===== src/core/i2c_target_defs.vh =====
// Constants for the serial register access target
// Assumes inclusion by the core design files only
`ifndef I2C_TARGET_DEFS_VH
`define I2C_TARGET_DEFS_VH
`define ADDR_FIXED_BITS 6'h06
`define MASTER_CODE_TOP 5'h01
`define LOW_GRP_END 8'h03
`define LOW_GRP_JUMP 8'h10
`define LOW_GRP_LAST 8'h18
`define LOW_GRP_FIRST 8'h00
`define CTL_GRP_FIRST 8'h30
`define CTL_GRP_LAST 8'h32
`define ROM_GRP_FIRST 8'h60
`define ROM_GRP_LAST 8'h62
`define ADDR_RESET 8'h00
`define FIFO_DEPTH 8
`define FIFO_AW 3
`define BYTE_W 8
`define CLK_PERIOD_NS 10
`define SCL_MAX_HS_KHZ 2500
`define SCL_HS_PERIOD_NS 400
// Fewest clock cycles in one high-speed serial clock period
`define SCL_HS_CYCLES (`SCL_HS_PERIOD_NS / `CLK_PERIOD_NS)
`endif


===== src/core/sync_two_flop.v =====
// Two flip-flop synchroniser for one level from outside the clock domain
// Assumes the receiving clock and an asynchronous active-low reset
`default_nettype none
module sync_two_flop #(
    parameter RESET_VALUE = 1'b1
) (
    input wire clock,
    input wire rst_b,
    input wire asyncIn,
    output reg syncOut
);
    reg stage1;

    always @(posedge clock or negedge rst_b) begin
        if (!rst_b) begin
            stage1 <= RESET_VALUE;
            syncOut <= RESET_VALUE;
        end else begin
            stage1 <= asyncIn;
            syncOut <= stage1;
        end
    end
endmodule
`default_nettype wire


===== src/core/byte_fifo.v =====
// Small first-in first-out buffer in flip-flops, valid/ready on both sides
// Assumes one clock; writer and reader share it
`default_nettype none
module byte_fifo #(
    parameter WIDTH = 8,
    parameter DEPTH = 8,
    parameter AW = 3
) (
    input wire clock,
    input wire rst_b,
    input wire inValid,
    output wire inReady,
    input wire [WIDTH-1:0] inData,
    output wire outValid,
    input wire outReady,
    output wire [WIDTH-1:0] outData
);
    reg [WIDTH-1:0] mem [0:DEPTH-1];
    reg [AW-1:0] wrPtr;
    reg [AW-1:0] rdPtr;
    reg [AW:0] count;
    wire doWrite;
    wire doRead;

    assign inReady = (count != DEPTH[AW:0]);
    assign outValid = (count != {(AW+1){1'b0}});
    assign outData = mem[rdPtr];
    assign doWrite = inValid && inReady;
    assign doRead = outValid && outReady;

    always @(posedge clock) begin
        if (doWrite) begin
            mem[wrPtr] <= inData;
        end
    end

    always @(posedge clock or negedge rst_b) begin
        if (!rst_b) begin
            wrPtr <= {AW{1'b0}};
            rdPtr <= {AW{1'b0}};
            count <= {(AW+1){1'b0}};
        end else begin
            if (doWrite) begin
                wrPtr <= wrPtr + {{(AW-1){1'b0}}, 1'b1};
            end
            if (doRead) begin
                rdPtr <= rdPtr + {{(AW-1){1'b0}}, 1'b1};
            end
            if (doWrite && !doRead) begin
                count <= count + {{AW{1'b0}}, 1'b1};
            end else if (doRead && !doWrite) begin
                count <= count - {{AW{1'b0}}, 1'b1};
            end
        end
    end
endmodule
`default_nettype wire


===== src/core/i2c_register_target.v =====
// Serial two-wire target giving a bus master byte access to registers
// Assumes a 100 MHz clock; bus pins arrive asynchronously; the register
// store sits outside and answers readData combinationally from regAddr
`default_nettype none
`include "i2c_target_defs.vh"
module i2c_register_target (
    input wire clock,
    input wire rst_b,
    input wire serialClockIn,
    input wire serialDataIn,
    output reg serialDataOut,
    output reg serialDataOe,
    input wire address_select_pin,
    output reg [7:0] regAddr,
    input wire [7:0] readData,
    input wire regWritable,
    output reg [7:0] writeData,
    output reg writeStrobe,
    input wire writeReady,
    output reg highSpeedMode,
    output reg busBusy
);
    // -----------------------------------------------------------------
    // Pin sampling
    // -----------------------------------------------------------------
    localparam ST_IDLE = 3'h0;
    localparam ST_RECV = 3'h1;
    localparam ST_ACK = 3'h2;
    localparam ST_SEND = 3'h3;
    localparam ST_MACK = 3'h4;
    localparam ST_IGNORE = 3'h5;

    wire sclSync;
    wire sdaSync;
    reg sclPrev;
    reg sdaPrev;
    wire strapSync;

    sync_two_flop #(.RESET_VALUE(1'b1)) uSyncScl (
        .clock(clock),
        .rst_b(rst_b),
        .asyncIn(serialClockIn),
        .syncOut(sclSync)
    );
    sync_two_flop #(.RESET_VALUE(1'b1)) uSyncSda (
        .clock(clock),
        .rst_b(rst_b),
        .asyncIn(serialDataIn),
        .syncOut(sdaSync)
    );
    sync_two_flop #(.RESET_VALUE(1'b0)) uSyncStrap (
        .clock(clock),
        .rst_b(rst_b),
        .asyncIn(address_select_pin),
        .syncOut(strapSync)
    );

    wire sclRise = sclSync && !sclPrev;
    wire sclFall = !sclSync && sclPrev;
    wire startSeen = sclSync && sclPrev && sdaPrev && !sdaSync;
    wire stopSeen = sclSync && sclPrev && !sdaPrev && sdaSync;

    // -----------------------------------------------------------------
    // Write data buffer
    // -----------------------------------------------------------------
    // Each entry: register address above data byte
    reg fifoInValid;
    reg [15:0] fifoInData;
    wire fifoInReady;
    wire fifoOutValid;
    wire [15:0] fifoOutData;
    wire popNow;

    byte_fifo #(
        .WIDTH(2 * `BYTE_W),
        .DEPTH(`FIFO_DEPTH),
        .AW(`FIFO_AW)
    ) uWriteFifo (
        .clock(clock),
        .rst_b(rst_b),
        .inValid(fifoInValid),
        .inReady(fifoInReady),
        .inData(fifoInData),
        .outValid(fifoOutValid),
        .outReady(popNow),
        .outData(fifoOutData)
    );

    // -----------------------------------------------------------------
    // Transfer state
    // -----------------------------------------------------------------
    reg [2:0] state;
    reg [3:0] bitCount;
    reg [7:0] shiftReg;
    reg [1:0] byteIndex;
    reg readDir;
    reg ackThis;
    reg hsPending;
    reg [7:0] addrCounter;
    reg headShown;

    // Next register address within its group
    function [7:0] next_addr;
        input [7:0] cur;
        begin
            if (cur == `LOW_GRP_END) begin
                next_addr = `LOW_GRP_JUMP;
            end else if (cur == `LOW_GRP_LAST) begin
                next_addr = `LOW_GRP_FIRST;
            end else if (cur == `CTL_GRP_LAST) begin
                next_addr = `CTL_GRP_FIRST;
            end else if (cur == `ROM_GRP_LAST) begin
                next_addr = `ROM_GRP_FIRST;
            end else begin
                next_addr = cur + 8'h01;
            end
        end
    endfunction

    wire [6:0] ownAddr = {`ADDR_FIXED_BITS, strapSync};

    always @(posedge clock or negedge rst_b) begin
        if (!rst_b) begin
            sclPrev <= 1'b1;
            sdaPrev <= 1'b1;
            state <= ST_IDLE;
            bitCount <= 4'h0;
            shiftReg <= 8'h00;
            byteIndex <= 2'd0;
            readDir <= 1'b0;
            ackThis <= 1'b0;
            hsPending <= 1'b0;
            highSpeedMode <= 1'b0;
            busBusy <= 1'b0;
            addrCounter <= `ADDR_RESET;
            serialDataOut <= 1'b1;
            serialDataOe <= 1'b0;
            fifoInValid <= 1'b0;
            fifoInData <= 16'h0000;
        end else begin
            sclPrev <= sclSync;
            sdaPrev <= sdaSync;
            fifoInValid <= 1'b0;
            if (startSeen) begin
                busBusy <= 1'b1;
                state <= ST_RECV;
                bitCount <= 4'h0;
                byteIndex <= 2'd0;
                serialDataOe <= 1'b0;
                if (hsPending) begin
                    highSpeedMode <= 1'b1;
                    hsPending <= 1'b0;
                end
            end else if (stopSeen) begin
                busBusy <= 1'b0;
                state <= ST_IDLE;
                serialDataOe <= 1'b0;
                highSpeedMode <= 1'b0;
            end else begin
                case (state)
                    ST_IDLE: begin
                        serialDataOe <= 1'b0;
                    end
                    ST_IGNORE: begin
                        serialDataOe <= 1'b0;
                    end
                    ST_RECV: begin
                        if (sclRise) begin
                            shiftReg <= {shiftReg[6:0], sdaSync};
                            bitCount <= bitCount + 4'h1;
                        end else if (sclFall && bitCount == 4'h8) begin
                            // Eighth bit done; decide the ninth pulse
                            state <= ST_ACK;
                            ackThis <= 1'b1;
                            if (byteIndex == 2'd0) begin
                                readDir <= shiftReg[0];
                                if (shiftReg[7:1] != ownAddr) begin
                                    ackThis <= 1'b0;
                                    if (shiftReg[7:3] == `MASTER_CODE_TOP &&
                                            !highSpeedMode) begin
                                        hsPending <= 1'b1;
                                    end
                                end
                            end else if (byteIndex == 2'd1) begin
                                addrCounter <= shiftReg;
                            end else if (fifoInReady) begin
                                fifoInData <= {addrCounter, shiftReg};
                                fifoInValid <= 1'b1;
                                addrCounter <= next_addr(addrCounter);
                            end else begin
                                ackThis <= 1'b0;
                            end
                            if (ackThis || byteIndex != 2'd0 ||
                                    shiftReg[7:1] == ownAddr) begin
                                serialDataOut <= 1'b0;
                            end
                            serialDataOe <= (byteIndex != 2'd0) ?
                                fifoInReady || byteIndex == 2'd1 :
                                shiftReg[7:1] == ownAddr;
                        end
                    end
                    ST_ACK: begin
                        if (sclFall) begin
                            // Ninth pulse over; data line changes on low
                            serialDataOe <= 1'b0;
                            if (!ackThis) begin
                                state <= ST_IGNORE;
                            end else if (byteIndex == 2'd0 && readDir) begin
                                state <= ST_SEND;
                                shiftReg <= {readData[6:0], 1'b0};
                                serialDataOut <= readData[7];
                                serialDataOe <= !readData[7];
                                addrCounter <= next_addr(addrCounter);
                                bitCount <= 4'h1;
                            end else begin
                                state <= ST_RECV;
                                bitCount <= 4'h0;
                                if (byteIndex != 2'd2) begin
                                    byteIndex <= byteIndex + 2'd1;
                                end
                            end
                        end
                    end
                    ST_SEND: begin
                        if (sclFall) begin
                            if (bitCount == 4'h8) begin
                                serialDataOe <= 1'b0;
                                state <= ST_MACK;
                            end else begin
                                serialDataOut <= shiftReg[7];
                                serialDataOe <= !shiftReg[7];
                                shiftReg <= {shiftReg[6:0], 1'b0};
                                bitCount <= bitCount + 4'h1;
                            end
                        end
                    end
                    ST_MACK: begin
                        if (sclRise) begin
                            if (sdaSync) begin
                                state <= ST_IGNORE;
                            end else begin
                                ackThis <= 1'b1;
                            end
                        end else if (sclFall) begin
                            state <= ST_SEND;
                            shiftReg <= {readData[6:0], 1'b0};
                            serialDataOut <= readData[7];
                            serialDataOe <= !readData[7];
                            addrCounter <= next_addr(addrCounter);
                            bitCount <= 4'h1;
                        end
                    end
                    default: begin
                        state <= ST_IDLE;
                    end
                endcase
            end
        end
    end

    // -----------------------------------------------------------------
    // Register side outputs
    // -----------------------------------------------------------------
    // Head address shown a cycle ahead so writability is settled at pop
    assign popNow = fifoOutValid && writeReady && headShown;

    always @(posedge clock or negedge rst_b) begin
        if (!rst_b) begin
            regAddr <= `ADDR_RESET;
            headShown <= 1'b0;
            writeData <= 8'h00;
            writeStrobe <= 1'b0;
        end else begin
            writeStrobe <= 1'b0;
            if (popNow) begin
                // Address held through the strobe cycle
                headShown <= 1'b0;
                writeData <= fifoOutData[7:0];
                writeStrobe <= regWritable;
            end else if (!headShown) begin
                regAddr <= fifoOutValid ? fifoOutData[15:8] : addrCounter;
                headShown <= fifoOutValid;
            end
        end
    end
endmodule
`default_nettype wire


===== config.mk =====
export PLATFORM = sky130hd
export DESIGN_NAME = i2c_register_target
export DESIGN_NICKNAME = d
export VERILOG_FILES = /design/src/core/sync_two_flop.v /design/src/core/byte_fifo.v /design/src/core/i2c_register_target.v
export VERILOG_INCLUDE_DIRS = /design/src /design/src/core
export SDC_FILE = /design/constraint.sdc
export NUM_CORES = 1
export LEC_CHECK = 0
export BUFFER_PORTS_ARGS = -buffer_cell sky130_fd_sc_hd__buf_2
export CAP_MARGIN = 0
export CELL_PAD_IN_SITES_DETAIL_PLACEMENT = 0
export CELL_PAD_IN_SITES_GLOBAL_PLACEMENT = 1
export CORE_ASPECT_RATIO = 1.25
export CORE_MARGIN = 10
export CORE_UTILIZATION = 56
export CTS_CLUSTER_DIAMETER = 40
export DETAILED_ROUTE_END_ITERATION = 10
export GPL_ROUTABILITY_DRIVEN = 1
export GPL_TIMING_DRIVEN = 0
export PLACE_DENSITY = 0.92
export SETUP_SLACK_MARGIN = 0.3
export SYNTH_ARGS = -nofsm -noshare
export SYNTH_HDL_FRONTEND = slang
export SYNTH_SLANG_ARGS = --single-unit

===== constraint.sdc =====
create_clock -name clock -period 7.1 [get_ports clock]
set_clock_uncertainty 0.1 [all_clocks]
set_input_delay 1.065 -clock clock [delete_from_list [all_inputs] [get_ports clock]]
set_output_delay 1.065 -clock clock [all_outputs]
set_load 0.1 [all_outputs]

=== Yosys cells after proc, flatten, opt, wreduce, memory -nomap -nowiden ===
Memory sizes are Yosys's and may differ from the RTL's.
Cells that the tools add are included.

* Register bits after elaboration: 85
* RAM bits: 128
* Input port bits: 15
* Output and inout bits: 21
* Word-level logic and storage cells: 273
* Memories: 1

* Add/sub/neg operators: 7
* Equal/unequal tests: 52
* Multiplexer cells: 115
* Bitwise gates (word level): 7
* Reductions and logical operators: 62

{| class="wikitable"
|+ Memory list
! name !! depth !! bits a word !! rd ports !! clocked after memory_dff !! wr ports !! RTL line !! text
|-
| uWriteFifo.mem || 8 || 16 || 1 || 0 || 1 || byte_fifo.v:18 || <nowiki>reg [WIDTH-1:0] mem [0:DEPTH-1];</nowiki>
|}

{| class="wikitable"
|+ Operator list
! cell !! count
|-
| 8-bit two-way mux || 23
|-
| 1-bit two-way mux || 55
|-
| 4-bit two-way mux || 11
|-
| 2-bit != test (second input constant) || 17
|-
| 3-bit two-way mux || 11
|-
| 4-bit != test (second input constant) || 8
|-
| 8-bit one-hot mux with 4 select lines || 1
|-
| 2-bit nonzero test || 13
|-
| 3-bit != test (second input constant) || 8
|-
| 8-bit one-hot mux with 3 select lines || 1
|-
| 7-bit AND reduction || 3
|-
| 1-bit logical AND || 16
|-
| 2-bit two-way mux || 8
|-
| 4-bit one-hot mux with 4 select lines || 1
|-
| 8-bit AND reduction || 2
|-
| 3-bit one-hot mux with 5 select lines || 1
|-
| 13-bit AND reduction || 1
|-
| 12-bit AND reduction || 1
|-
| 6-bit AND reduction || 2
|-
| 11-bit AND reduction || 1
|-
| 1-bit zero test || 9
|-
| 9-bit AND reduction || 1
|-
| 4-bit by 1-bit adder with 4-bit output (second input constant) || 2
|-
| 8-bit by 1-bit adder with 8-bit output (second input constant) || 1
|-
| other kinds (32) || 46
|}

=== Logic depth before layout (Yosys ltp) ===
* Word-level depth: 11
* Mapped depth: 14
* Mapped depth without buffers: 11

=== Cells and area by module ===
Synthesis repeated with hierarchy kept, for this count alone.

* Cell total of the unflattened synthesis: 652
* Area, all modules: 9630.5 µm²

{| class="wikitable"
|+ Modules (own cells, without submodules)
! module !! instances !! cells each !! area each (µm²) !! sequential area each (µm²)
|-
| byte_fifo || 1 || 248 || 5544.1 || 4093.9
|-
| i2c_register_target || 1 || 398 || 3931.3 || 1730.4
|-
| sync_two_flop (uSyncScl ...) || 2 || 2 || 52.6 || 52.6
|-
| sync_two_flop (uSyncStrap) || 1 || 2 || 50.0 || 50.0
|}

=== Worst setup path before layout ===
Ideal clock, no wire load.

* Kind: input -> register
* Start point: in writeReady
* End point: reg uWriteFifo.count[3]
* Library setup time: 125 ps
* Arrival time: 2860 ps
* Data required time: 6875 ps
* Setup slack: 4015 ps
* Stages on the path: 12
* Buffers on the path: 2
* Cells stage by stage: and3_1 -> clkbuf_1 -> clkbuf_1 -> inv_1 -> ha_1 -> inv_1 -> ha_1 -> a21o_1 -> a21oi_1 -> xnor2_1 -> nor2_1 -> xor2_1

* Longest elaborated chain between the ends: 6
* Elaborated cells between the ends (all ways): 8
* Classes of those cells: mux (1); reduce/logical (7)

{| class="wikitable"
|+ Ends and longest elaborated chain
! what !! RTL line !! text
|-
| from (decl) || i2c_register_target.v:19 || <nowiki>input wire writeReady,</nowiki>
|-
| 1-bit logical AND (*) (2 in series) || i2c_register_target.v:265 || <nowiki>assign popNow = fifoOutValid && writeReady && headShown;</nowiki>
|-
| 1-bit logical AND (*) || byte_fifo.v:29 || <nowiki>assign doRead = outValid && outReady;</nowiki>
|-
| 1-bit zero test || byte_fifo.v:49 || <nowiki>if (doWrite && !doRead) begin</nowiki>
|-
| 1-bit logical AND || byte_fifo.v:49 ||
|-
| 4-bit two-way mux / 2-bit nonzero test (equally long branches) || -- ||
|-
| to (signal assigned) || byte_fifo.v:41 || <nowiki>count <= {(AW+1){1'b0}};</nowiki>
|-
| to (signal assigned) || byte_fifo.v:50 || <nowiki>count <= count + {{AW{1'b0}}, 1'b1};</nowiki>
|-
| to (signal assigned) || byte_fifo.v:52 || <nowiki>count <= count - {{AW{1'b0}}, 1'b1};</nowiki>
|-
| to (decl) || byte_fifo.v:21 || <nowiki>reg [AW:0] count;</nowiki>
|}

Mark *: on every way between the ends. The rest lies on a longest branch, timed or not.
A chain may end at the register's enable or synchronous reset.

=== Worst setup path in the final report ===
* Start point: reg uWriteFifo.count[1]
* End point: reg uWriteFifo.count[3]

* Longest elaborated chain between the ends: 7
* Elaborated cells between the ends (all ways): 15
* Classes of those cells: add/sub (2); eq/ne (1); mux (2); reduce/logical (10)

{| class="wikitable"
|+ Ends and longest elaborated chain
! what
|-
| parallel branches: the longest is 7 deep, another holds 4-bit by 1-bit subtractor with 4-bit output
|}

Parallel ways; which one is timed is not known. The select of a mux whose other input is x is not followed.

==> impl_metrics.tcl <==
set metrics [dict create \
    period_minus_slack_ns 3.69 \
    fill_cells 1165 \
    synth_top_area_share_pct 41.2 \
    routed_wl_um 20800 \
    cts_tree "built" \
    max_freq_mhz 271 \
    pwr-share-seq_pct 36.4 \
    drc 0 \
    ys_warn_count 0 \
    cts_setup_buffers 0 \
    syn_area_per_cell_um2 14.2 \
    wire_per_inst_um 21.7 \
    clk_pin_slew_ns 0.06 \
    crit_path_cell_trace "or4_1, clkbuf_1, and3_1, clkbuf_1, clkbuf_1, inv_1, ha_1, inv_1, ha_1, a21o_1, a21oi_1, xnor2_1, nor2_1, xor2_1" \
    ys_top_cells_by_area "edfxtp_1, dfrtp_1, mux4_2" \
    grt_pass1_wl_um 33600 \
    cts_resized 0 \
    chipWidth_um 135 \
    ys_types 73 \
    cts_sinks 213 \
    initial_core_util_pct 57.3 \
    hold_viol 0 \
    syn_inst 658 \
    insertion_delay_ns 0.52 \
    critPathMostFrequentCell "clkbuf_1" \
    switching_share_pct 38.4 \
    dpl.hpwl_um 14300 \
    yosysTopAreaCell "edfxtp_1" \
    postCtsHoldBufs 0 \
    worst_slew_pin_slew_ns 1.01 \
    intPower_uw 2650 \
    synth_seq_area_share_pct 64.1 \
    synthFlopType "edfxtp_1" \
    crit_path_max_incr_delay_ns 0.63 \
    drt_iter0_markers 442 \
    max-cap-violations 0 \
    setup_violations 0 \
    drv_slew 0 \
    final_util_pct 65.7 \
    cts-root-buf "clkbuf_16" \
    nets 758 \
    status "finished clean" \
    synth_edf_count 128 \
    port_buffers 35 \
    grt_usage_pct 19.2 \
    overflow 0 \
    ios 36 \
    slew_headroom_pct 32.6 \
    core_um2 16300 \
    leakage_uw 0.00427 \
    synth.top_cells.by_count "edfxtp_1, dfrtp_1, nand2_1" \
    drt_pre_antenna_iters 7 \
    clock_path_buffers 3 \
    die-area_um2 22200 \
    place_congestion 0.914 \
    fp.dieH_um 164 \
    preCtsSetupSlack_ns 3.35 \
    net-switching-power_uw 1650 \
    hp-class "reg2reg" \
    ys_async_sr_fraction_pct 39.9 \
    pwr-share-comb_pct 35.3 \
    peakVddDrop_mv 0.221 \
    grt_max_degree 74 \
    htreeDepth 1 \
    drtAntennaViolNets 0 \
    syn-num-nets 690 \
    power_density_nw_per_um2 403 \
    period_share_pct 52.0 \
    arrival_ns 3.98 \
    via_per_inst 6.02 \
    grt_pass1_vias 6035 \
    placement_rows 52 \
    end_kind "register" \
    numCtsBuffers 24 \
    antenna_found_initial 0 \
    power_frac_clock_pct 28.3 \
    vias 5777 \
    cp.required_ns 7.39 \
    syn2layout_area_growth_pct 14.6 \
    synth_area_um2 9320 \
    setup_tns_ns 0 \
    critPathSlowestCell "or4_1" \
    final_layout_size_suffix_gt1_share_pct 22.0 \
    worst_setup_path_start_kind "register" \
    criticalPathCategory "reg2reg" \
    num_antenna_cells 0 \
    synth_most_common_cell "edfxtp_1" \
    reg2reg_slack_ns 3.41 \
    path_max_fanout 10 \
    ys_ff_latch 213 \
    worst_slack_ns 3.41 \
    rsz0062_at_grt "no" \
]
## placed cells by master (no fill, tap or decap), types with 16 or more instances in the layout
master / n
edfxtp_1: 128
clkbuf_16: 24
clkbuf_1: 23
nor2_1: 27
mux2i_1: 27
mux4_2: 32
a21oi_1: 27
dfrtp_1: 78
inv_1: 22
buf_2: 45
nand2_1: 78
ha_1: 16
o21ai_0: 34
## power groups by stage
stage | registers (uW) | logic (uW) | clock network (uW)
after floorplan | 1910 | 841 | 0
after detailed placement | 1590 | 1520 | 0
after global routing | 1590 | 1640 | 1290
after CTS | 1570 | 1530 | 1240
after global placement | 1580 | 1490 | 0
final | 1570 | 1520 | 1220
## cell families (layout without fill, tap and decap cells)
family | Yosys count | count (layout) | share of synthesized area, %
xor+xnor | 12 | 12 | 1.21
buf+inv | 55 | 141 | 2.56
flops | 213 | 213 | 64.1
mux | 68 | 68 | 11.8
compound gates | 112 | 112 | 8.08
fa+ha+maj | 17 | 17 | 2.36
simple gates | 181 | 181 | 9.85
## critical path, delay by kind of cell (launching register included)
kind	cells	cell delay (ns)
compound gates	2	0.32
xor+xnor	2	0.29
fa+ha+maj	2	0.49
buf+inv	5	0.96
flops	1	0.43
simple gates	3	0.98
## state kept, by name (all words and copies together), names as in the netlist, 2 cells and up
register / count
fifoInData: 16
state: 3
writeData: 8
addrCounter: 8
uWriteFifo.count: 4
uWriteFifo.rdPtr: 3
uWriteFifo.wrPtr: 3
bitCount: 4
shiftReg: 8
byteIndex: 2
uWriteFifo.mem: 128
regAddr: 8
## routing by layer
metal / global-route usage [%] / part of all wire [%] / vias up
li1: - / - / 2612
met1: 23.5 / 39 / 2947
met2: 33.9 / 54 / 178
met3: 3.42 / 5.9 / 40
met4: 5.98 / 2.0 / 0
met5: 0 / 0 / -
## through the flow
step	hold slack, ns	cell area [um2]	total power (uW)	instances
final	0.255	10700	4310	960
after global routing	0.258	10700	4510	960
after CTS	0.257	10700	4330	960
after detailed placement	0.245	9890	3110	916
after global placement	0.234	9770	3060	909
after floorplan	0.231	9320	2750	658
## path summary, 6_finish.rpt
kind | start | endpoint | depth (start not counted)
max | uWriteFifo.count[1] | uWriteFifo.count[3] | 14
min | uSyncSda.stage1 | uSyncSda.syncOut | 0
max reg2reg | uWriteFifo.count[1] | uWriteFifo.count[3] | 14
min reg2reg | uSyncSda.stage1 | uSyncSda.syncOut | 0
max in group asynchronous | rst_b | sdaPrev | 2
min in group asynchronous | rst_b | writeData[3] | 1
## final cells by class
cell class                 count  area [um2]  area share [%]
inverter                      22        82.6           0.773
clock buffer                  30         633            5.92
buffer                        33         156            1.46
tap                          216         270            2.53
multi-input combinational    390        3140            29.4
clock inverter                14         161            1.51
sequential                   213        5980            56.0
timing repair buffer          42         265            2.48
Power figures use the tool's default switching activity.
